==> src/common/sic_pkg.sv <==
// Shared constants and types of the simple I2C stop, rate and error channel
package sic_pkg;

	// ----------------------------------------
	// Widths
	// ----------------------------------------
	localparam int SIC_PRE_W = 11;
	localparam int SIC_DIV_W = 7;
	localparam int SIC_PSC_W = 4;
	localparam int SIC_BYTE_W = 8;
	localparam int SIC_SHIFT_W = 9;
	localparam int SIC_BITCNT_W = 4;
	localparam int SIC_FLAG_W = 2;

	// ----------------------------------------
	// Values and positions
	// ----------------------------------------
	localparam logic [SIC_PSC_W-1:0] SIC_PSC_MAX = 4'hB;
	localparam logic [SIC_DIV_W-1:0] SIC_DIV_ZERO = 7'h00;
	localparam logic [SIC_BITCNT_W-1:0] SIC_BIT_LAST = 4'h8;
	localparam logic [SIC_BITCNT_W-1:0] SIC_BIT_FIRST = 4'h0;
	localparam logic [SIC_BITCNT_W-1:0] SIC_BIT_STEP = 4'h1;
	localparam logic [SIC_DIV_W-1:0] SIC_DIV_STEP = 7'h01;
	localparam logic [SIC_PRE_W-1:0] SIC_PRE_STEP = 11'h001;
	localparam logic [SIC_PRE_W:0] SIC_PRE_ONE = 12'h001;
	localparam int SIC_FLAG_OVR = 0;
	localparam int SIC_FLAG_NACK = 1;
	localparam logic SIC_LATCH_RST = 1'b1;
	localparam logic SIC_SOE_RST = 1'b0;
	localparam logic SIC_ACK_RELEASE = 1'b1;
	localparam logic [SIC_BYTE_W-1:0] SIC_BYTE_RST = 8'h00;
	localparam logic [SIC_SHIFT_W-1:0] SIC_SHIFT_RST = 9'h1FF;
	localparam logic [SIC_FLAG_W-1:0] SIC_FLAG_RST = 2'h0;

	// ----------------------------------------
	// Types
	// ----------------------------------------
	typedef enum logic [1:0] {
		SIC_IDLE = 2'b00,
		SIC_LOW = 2'b01,
		SIC_HIGH = 2'b10
	} sic_state_t;

	typedef struct packed {
		logic [SIC_DIV_W-1:0] divider;
		logic prescaler_select_bit;
		logic [SIC_PSC_W-1:0] low_prescaler_field;
		logic [SIC_PSC_W-1:0] high_prescaler_field;
	} sic_cfg_t;

	typedef struct packed {
		logic channel_operating_status;
		logic busy;
		logic buffer_full_flag;
		logic [SIC_FLAG_W-1:0] error_flags;
		logic setting_illegal;
	} sic_stat_t;

endpackage : sic_pkg

==> src/core/sic_channel.sv <==
// Simple I2C master channel: direct latch control, rate divider, error flags
// Summary of operation
// - Stop trigger clears operating status; clock latch then becomes directly writable.
// - With output enable cleared, software may drive the data latch low.
// - Clock latch high, wait, data latch high gives the stop condition.
// - Bus is released only by the stop condition after the last exchange.
// - During reception output enable is already cleared, data line stays released.
// - Bit rate is operating clock over divider plus one, halved.
// - Divider zero is prohibited and flagged; legal values are 1 to 127.
// - SCL has equal high and low halves after the first low half, each one divider period.
// - Select bit picks low or high prescaler field.
// - Reading the data register clears the buffer full flag.
// - Writing read status to clear trigger clears exactly those error flags.
// - After missing acknowledge, stop, restart, then start trigger sets status again.
// - No acknowledge is ever driven by this end; the ninth bit stays high on every byte.
`timescale 1ns/1ps

module sic_channel
	import sic_pkg::*;
(
	// Clock and reset
	input wire logic mclk,
	input wire logic sys_rst,
	// Channel control
	input wire logic channel_start_trigger,
	input wire logic channel_stop_trigger,
	input wire logic soe_wr,
	input wire logic soe_val,
	input wire logic clk_latch_wr,
	input wire logic clk_latch_val,
	input wire logic data_latch_wr,
	input wire logic data_latch_val,
	input wire sic_pkg::sic_cfg_t cfg,
	// Byte transfer
	input wire logic xfer_go,
	input wire logic [sic_pkg::SIC_BYTE_W-1:0] xfer_data,
	input wire logic rx_read,
	output logic [sic_pkg::SIC_BYTE_W-1:0] rx_data,
	// Error flag clear
	input wire logic flag_clear_wr,
	input wire logic [sic_pkg::SIC_FLAG_W-1:0] flag_clear_val,
	// Status
	output sic_pkg::sic_stat_t stat,
	output logic serial_output_enable,
	// Bus pins, open drain
	input wire logic sda_i,
	output logic scl_o,
	output logic scl_oe,
	output logic sda_o,
	output logic sda_oe
);
	import sic_pkg::*;

	// ----------------------------------------
	// State
	// ----------------------------------------
	logic channel_operating_status;
	logic clock_output_latch;
	logic data_output_latch;
	logic buffer_full_flag;
	logic [SIC_FLAG_W-1:0] error_flags;
	sic_state_t state;
	logic [SIC_SHIFT_W-1:0] tx_shift;
	logic [SIC_BYTE_W-1:0] rx_shift;
	logic [SIC_BITCNT_W-1:0] bit_cnt;
	logic [SIC_PRE_W-1:0] pre_cnt;
	logic [SIC_DIV_W-1:0] half_cnt;

	// ----------------------------------------
	// Operating clock and rate
	// ----------------------------------------
	logic [SIC_PSC_W-1:0] psc_k;
	logic [SIC_PRE_W-1:0] pre_mask;
	logic psc_ok;
	logic div_ok;
	logic op_tick;
	logic half_done;
	logic xfer_done;

	assign psc_k = cfg.prescaler_select_bit ? cfg.high_prescaler_field : cfg.low_prescaler_field;
	assign psc_ok = (psc_k <= SIC_PSC_MAX);
	assign pre_mask = SIC_PRE_W'((SIC_PRE_ONE << psc_k) - SIC_PRE_ONE);
	assign op_tick = ((pre_cnt & pre_mask) == pre_mask);
	assign div_ok = (cfg.divider != SIC_DIV_ZERO);
	assign half_done = op_tick && (half_cnt == cfg.divider);
	assign xfer_done = channel_operating_status && (state == SIC_HIGH) && half_done && (bit_cnt == SIC_BIT_LAST);

	// Free running, so a prescaler change takes effect within one wrap
	always_ff @(posedge mclk or posedge sys_rst) begin
		if (sys_rst) begin
			pre_cnt <= '0;
		end else begin
			pre_cnt <= pre_cnt + SIC_PRE_STEP;
		end
	end

	// Half period counter, restarted at each SCL edge
	always_ff @(posedge mclk or posedge sys_rst) begin
		if (sys_rst) begin
			half_cnt <= '0;
		end else if (state == SIC_IDLE || half_done) begin
			half_cnt <= '0;
		end else if (op_tick) begin
			half_cnt <= half_cnt + SIC_DIV_STEP;
		end
	end

	// ----------------------------------------
	// Channel operating status
	// ----------------------------------------
	// Stop wins over a simultaneous start
	always_ff @(posedge mclk or posedge sys_rst) begin
		if (sys_rst) begin
			channel_operating_status <= 1'b0;
		end else if (channel_stop_trigger) begin
			channel_operating_status <= 1'b0;
		end else if (channel_start_trigger) begin
			channel_operating_status <= 1'b1;
		end
	end

	// ----------------------------------------
	// Serial output enable
	// ----------------------------------------
	always_ff @(posedge mclk or posedge sys_rst) begin
		if (sys_rst) begin
			serial_output_enable <= SIC_SOE_RST;
		end else if (soe_wr) begin
			serial_output_enable <= soe_val;
		end
	end

	// ----------------------------------------
	// Bit engine and output latches
	// ----------------------------------------
	always_ff @(posedge mclk or posedge sys_rst) begin
		if (sys_rst) begin
			state <= SIC_IDLE;
			clock_output_latch <= SIC_LATCH_RST;
			data_output_latch <= SIC_LATCH_RST;
			tx_shift <= SIC_SHIFT_RST;
			rx_shift <= SIC_BYTE_RST;
			bit_cnt <= SIC_BIT_FIRST;
		end else begin
			// Data latch is software owned whenever the serial output is off
			if (data_latch_wr && !serial_output_enable) begin
				data_output_latch <= data_latch_val;
			end
			if (!channel_operating_status) begin
				// Halted: engine idle, clock latch directly controllable
				state <= SIC_IDLE;
				if (clk_latch_wr) begin
					clock_output_latch <= clk_latch_val;
				end
			end else begin
				unique case (state)
					SIC_IDLE: begin
						if (xfer_go && div_ok && psc_ok) begin
							// Ninth bit is a one so the acknowledge slot is released
							tx_shift <= {xfer_data, SIC_ACK_RELEASE};
							bit_cnt <= SIC_BIT_FIRST;
							clock_output_latch <= 1'b0;
							if (serial_output_enable) begin
								data_output_latch <= xfer_data[SIC_BYTE_W-1];
							end
							state <= SIC_LOW;
						end
					end
					SIC_LOW: begin
						if (half_done) begin
							clock_output_latch <= 1'b1;
							state <= SIC_HIGH;
						end
					end
					SIC_HIGH: begin
						if (half_done) begin
							clock_output_latch <= 1'b0;
							if (bit_cnt == SIC_BIT_LAST) begin
								// Clock parks low; only a stop sequence releases the bus
								state <= SIC_IDLE;
							end else begin
								rx_shift <= {rx_shift[SIC_BYTE_W-2:0], sda_i};
								bit_cnt <= bit_cnt + SIC_BIT_STEP;
								tx_shift <= {tx_shift[SIC_SHIFT_W-2:0], SIC_ACK_RELEASE};
								// With output off the line stays released, no acknowledge
								if (serial_output_enable) begin
									data_output_latch <= tx_shift[SIC_SHIFT_W-2];
								end
								state <= SIC_LOW;
							end
						end
					end
					default: begin
						state <= SIC_IDLE;
					end
				endcase
			end
		end
	end

	// ----------------------------------------
	// Received byte and buffer full
	// ----------------------------------------
	always_ff @(posedge mclk or posedge sys_rst) begin
		if (sys_rst) begin
			rx_data <= SIC_BYTE_RST;
		end else if (xfer_done) begin
			rx_data <= rx_shift;
		end
	end

	// Set wins over the clear by a read in the same cycle
	always_ff @(posedge mclk or posedge sys_rst) begin
		if (sys_rst) begin
			buffer_full_flag <= 1'b0;
		end else if (xfer_done) begin
			buffer_full_flag <= 1'b1;
		end else if (rx_read) begin
			buffer_full_flag <= 1'b0;
		end
	end

	// ----------------------------------------
	// Error flags
	// ----------------------------------------
	logic [SIC_FLAG_W-1:0] flag_set;

	always_comb begin
		flag_set = SIC_FLAG_RST;
		flag_set[SIC_FLAG_OVR] = xfer_done && buffer_full_flag && !rx_read;
		// Acknowledge only checked while this end drives the data bits
		flag_set[SIC_FLAG_NACK] = xfer_done && serial_output_enable && sda_i;
	end

	always_ff @(posedge mclk or posedge sys_rst) begin
		if (sys_rst) begin
			error_flags <= SIC_FLAG_RST;
		end else begin
			// Clears only the flags named in the written value; new events survive
			error_flags <= (error_flags & ~(flag_clear_wr ? flag_clear_val : SIC_FLAG_RST)) | flag_set;
		end
	end

	// ----------------------------------------
	// Status and pins
	// ----------------------------------------
	always_comb begin
		stat.channel_operating_status = channel_operating_status;
		stat.busy = (state != SIC_IDLE);
		stat.buffer_full_flag = buffer_full_flag;
		stat.error_flags = error_flags;
		stat.setting_illegal = !div_ok || !psc_ok;
	end

	// Open drain: pull low while the latch is low, else release
	assign scl_o = 1'b0;
	assign scl_oe = !clock_output_latch;
	assign sda_o = 1'b0;
	assign sda_oe = !data_output_latch;

endmodule : sic_channel

==> config.mk <==
export PLATFORM = sky130hd
export DESIGN_NAME = sic_channel
export DESIGN_NICKNAME = d
export VERILOG_FILES = /design/src/common/sic_pkg.sv /design/src/core/sic_channel.sv
export SDC_FILE = /design/constraint.sdc
export NUM_CORES = 1
export LEC_CHECK = 0
export BUFFER_PORTS_ARGS = -buffer_cell sky130_fd_sc_hd__buf_2
export CORE_AREA = 2 2 96 98
export CTS_CLUSTER_DIAMETER = 60
export DETAILED_ROUTE_END_ITERATION = 16
export DIE_AREA = 0 0 98 100
export PLACE_DENSITY = 0.66
export SYNTH_ARGS = -nofsm -noshare
export SYNTH_HDL_FRONTEND = slang
export SYNTH_SLANG_ARGS = --single-unit
==> constraint.sdc <==
create_clock -name mclk -period 2.4 [get_ports mclk]
set_input_delay 0.72 -clock mclk [delete_from_list [all_inputs] [get_ports mclk]]
set_output_delay 0.72 -clock mclk [all_outputs]
set_load 0.01 [all_outputs]
==> flow_summary.rst <==
.. list-table::
   :header-rows: 1

   * - Metric
     - Value
   * - Dominant delay contributor by cell family on the critical path
     - simple AND/OR/NAND/NOR gates
   * - Cell Rows
     - 35
   * - Part of the cycle the worst path needs
     - 1.23
   * - Top FF cell, synth
     - sky130_fd_sc_hd__dfrtp_1
   * - Post-route insts no fill
     - 553
   * - Pleak
     - between 2 and 2.5 nW
   * - Synth Area in XOR/XNOR
     - 0.0455
   * - Final critical-path setup slack
     - -0.562 ns
   * - Endpoints failing setup
     - 41
   * - Register area share after synthesis
     - 0.417
   * - Setup repair after global routing missed its margin
     - true
   * - Deepest clock path buffer count
     - 2
   * - Share of flip-flops with an asynchronous set or reset after synthesis
     - 1.00
   * - Number of instances in the synthesized netlist
     - 329
   * - Min Clock Period, post-route
     - roughly 3.0 ns
   * - Clk_skew
     - 0.0101 ns
   * - Worst slew margin relative to its limit
     - 0.594
   * - Top cell type by total area after synthesis
     - sky130_fd_sc_hd__dfrtp_1
   * - Floorplan die height
     - approximately 100 µm
   * - Final hold violation count
     - 0
   * - Complex-gate fraction of the synthesized area
     - 0.156
   * - Number of sinks on the clock net
     - between 50 and 60
   * - Clock transition at the registers of the reported paths
     - roughly 0.10 ns
   * - Series of cell instances along the critical path
     - buf_2, nor3b_4, o22ai_2, ha_4, buf_6, o211a_1, a211o_1, or3_4, nor4_4, buf_4, clkbuf_16, mux2_4
   * - Data arrival at the endpoint of the critical path
     - roughly 3.2 ns
   * - Area Growth Syn to Fin
     - 45.4%
   * - Die span in x
     - about 98 µm
   * - Pins Over Slew Limit
     - 0
   * - Final sum of negative setup slack
     - -19.14 ns
   * - Transition at the pin with the smallest max-transition slack
     - roughly 0.6 ns
   * - P_int
     - around 1.4 mW
   * - Total congestion overflow after global routing
     - 0
   * - Initial Util
     - 0.368
   * - Most area-consuming cells after synthesis
     - sky130_fd_sc_hd__dfrtp_1 (34%), sky130_fd_sc_hd__dfstp_2 (7.2%), sky130_fd_sc_hd__mux2_4 (3.2%)
   * - P per Cell Area
     - between 400 and 500 nW/µm²
   * - Final nets
     - 486
   * - Crit start category
     - input pin
   * - Cts bufs inserted
     - 5
   * - Minimum setup slack after placement
     - -1.09 ns
   * - Deepest level of the CTS H-tree
     - 2
   * - Cell Area, Placed
     - around 4100 µm²
   * - Proportion of layout cells with a drive suffix above 1
     - 0.500
   * - Wire length of the first global-routing pass
     - 14500 µm
   * - Initial antenna violation count
     - 0
   * - Highest ir drop seen on vdd
     - about 0.44 mV
   * - TritonCTS clock tree
     - done
   * - Pin count of the biggest net entering global routing
     - 25
   * - Crit path largest cell delay
     - 0.39 ns
   * - Final WL
     - around 8600 µm
   * - Average footprint of a synthesized cell
     - 9.94 µm²
   * - Remaining routing DRC violations
     - 0
   * - Destination of the worst register-to-register timing path
     - rx_data[1]
   * - Share of power burned in combinational logic
     - 0.214
   * - Arithmetic-cell share of the synthesized area counting full adders, half adders and majority gates
     - 0.0191
   * - Type of element capturing the critical path
     - register
   * - WL per Instance
     - 15.5 µm
   * - Hold Crit Class
     - input pin to async pin
   * - Synth warnings
     - 0
   * - Instance count after placement with tap cells included
     - 525
   * - Number of placed I/O pins
     - 59
   * - Distinct cells, synth
     - 70
   * - Worst reg2reg setup slack
     - -0.10 ns
   * - Final core utilization
     - 0.535
   * - Max-capacitance violation count
     - 0
   * - Net Sw Frac
     - 0.280
   * - Detailed-route vias per instance
     - approximately 5.4
   * - Power share of the clock group
     - 0.269
   * - Global Route Usage Sum
     - 0.178
   * - Initial detailed-routing violation count
     - 101
   * - Slowest library cell on the worst path
     - sky130_fd_sc_hd__or3_4
   * - Count of buffer and inverter cells on the critical path
     - 4
   * - Violations in the final reports
     - negative setup slack
   * - Placer congestion estimate
     - between 0.8 and 0.9
   * - RR Startpoint
     - pre_cnt[6]
   * - Placed wire-length estimate after detailed placement
     - around 6000 µm
   * - Antenna Violating Nets Remaining
     - 0
   * - Core Footprint
     - between 8000 and 9000 µm²
   * - Critical path class
     - input pin to register
   * - Total number of vias
     - around 3000
   * - Buffer cell driving the clock tree root
     - sky130_fd_sc_hd__clkbuf_8
   * - Port Buffer Count
     - 56
   * - Post-route cell area
     - approximately 4800 µm²
   * - Antenna Cells
     - 0
   * - Dominant combinational cell family by area after synthesis
     - simple AND/OR/NAND/NOR gates
   * - Endpoint required time on the critical path
     - 2.61 ns
   * - Hold bufs inserted after CTS
     - 0
   * - Maximum net fanout on the critical path
     - 5
   * - Total power
     - about 2.0 mW
   * - Fmax
     - ~340 MHz
   * - Cell Area, Synth
     - between 3000 and 4000 µm²
   * - Post-synthesis share of cell area spent on and, or, nand and nor gates
     - 0.213
   * - Number of enable flip-flop cells after synthesis
     - 0
   * - First drt pass iteration count
     - 4
   * - Via count of the first global-routing pass
     - around 3100
   * - Clock insertion delay at the later pin of the skew report
     - about 0.31 ns
   * - Area share of the largest cell type after synthesis
     - 0.344
   * - Die area
     - roughly 9800 µm²
   * - Number of synthesized register bits
     - 54
   * - Hold WS
     - 0.428 ns
   * - Sequential cell fraction of total power
     - 0.516
   * - Path depth of the worst reg2reg path
     - 9
   * - Switching power
     - between 500 and 600 µW
   * - Portion of netlist area occupied by mux cells
     - 0.0888
   * - Run status
     - complete, but fails checks
## worst reg2reg max path: cells and delay by family (launching register included)
family	cells	cell delay, ns
simple gates	2	0.54
compound gates	3	0.80
buf+inv	3	0.39
mux	1	0.29
flops	1	0.39
## power groups by stage
stage	registers, mW	clock network, mW	logic [mW]
floorplan	1.02	0	0.224
global placement	1.03	0	0.344
detailed placement	1.03	0	0.353
CTS	1.01	0.547	0.402
global route	1.02	0.596	0.456
finish	1.01	0.529	0.421
## cells in the mapped netlist, types with 5 or more instances
cell type                    n
sky130_fd_sc_hd__a21oi_1    14
sky130_fd_sc_hd__a2bb2oi_1   9
sky130_fd_sc_hd__clkbuf_1    6
sky130_fd_sc_hd__dfrtp_1    45
sky130_fd_sc_hd__dfstp_2     9
sky130_fd_sc_hd__ha_1        5
sky130_fd_sc_hd__inv_1      17
sky130_fd_sc_hd__mux2_1      8
sky130_fd_sc_hd__mux2_4      7
sky130_fd_sc_hd__mux2i_1     5
sky130_fd_sc_hd__nand2_1    26
sky130_fd_sc_hd__nand2b_1    8
sky130_fd_sc_hd__nand3_1    13
sky130_fd_sc_hd__nor2_1     22
sky130_fd_sc_hd__nor2b_1     7
sky130_fd_sc_hd__nor3_1      6
sky130_fd_sc_hd__o21ai_0     7
sky130_fd_sc_hd__o22ai_1     7
sky130_fd_sc_hd__o2bb2ai_1   6
sky130_fd_sc_hd__or3_1       6
sky130_fd_sc_hd__or4_1       5
sky130_fd_sc_hd__xnor2_1    12
sky130_fd_sc_hd__xor2_1      5
## final cells by class
class                      instances  area, µm²
timing repair buffer             124        980
fill                             765       4130
tap                              111        139
inverter                          17       66.3
clock buffer                       5       68.8
clock inverter                     3       25.0
multi-input combinational        239       2120
sequential                        54       1360
## cell usage in the layout, fill, tap and decap left out, types with 11 or more instances in the layout
cell / netlist / routed
sky130_fd_sc_hd__buf_2: 4 / 51
sky130_fd_sc_hd__buf_4: 4 / 49
sky130_fd_sc_hd__dfrtp_1: 45 / 45
sky130_fd_sc_hd__nand2_1: 26 / 25
sky130_fd_sc_hd__nor2_1: 22 / 21
sky130_fd_sc_hd__mux2_4: 7 / 16
sky130_fd_sc_hd__buf_6: 3 / 15
sky130_fd_sc_hd__inv_1: 17 / 14
sky130_fd_sc_hd__xnor2_1: 12 / 12
sky130_fd_sc_hd__nand3_1: 13 / 11
## what timing repair did
action	4_1_cts	5_1_grt
pin swaps	10	8
gates resized for setup	57	17
endpoints found under the setup margin	42	42
setup buffers	12	5
cloned	2	1
## state kept, by name, indices dropped and copies added, names as in the netlist
register,flops
pre_cnt,11
tx_shift,7
bit_cnt,4
half_cnt,7
rx_shift,8
rx_data,8
buffer_full_flag,1
error_flags,2
serial_output_enable,1
data_output_latch,1
channel_operating_status,1
clock_output_latch,1
state,2
## cell families (layout without fill, tap and decap cells)
kind of cell,count (synthesis),count (layout)
and+or+nand+nor,121,121
AOI/OAI and AO/OA,71,71
DFF,54,54
buffers and inverters,37,149
muxes,23,23
xor gates and xnor gates,17,17
adders and majority gates,5,5
other,1,2
## layer usage
| metal | GRT usage | wire, µm | up-vias |
|---|---|---|---|
| met1 | 0.232 | 3730 | 1456 |
| met3 | 0.0223 | 348 | 14 |
| met2 | 0.313 | 4380 | 73 |
| li1 | - | - | 1420 |
| met4 | 0.0481 | 110 | 0 |
| met5 | 0 | 0 | - |
## how the worst max path moves through the flow
stage                       from           to  slack, ns  depth (start not counted)
final                     cfg[1]   rx_data[1]      -0.56                         12
after global routing      cfg[3]   rx_data[7]      -0.62                         12
after CTS                 cfg[6]   rx_data[0]      -0.50                         11
after detailed placement  cfg[8]  rx_shift[0]      -1.09                         12
after global placement    cfg[8]  rx_shift[0]      -1.02                         12
after floorplan           cfg[8]   rx_data[0]      -1.06                         15
Note: power is estimated with default switching activity, not from simulation.
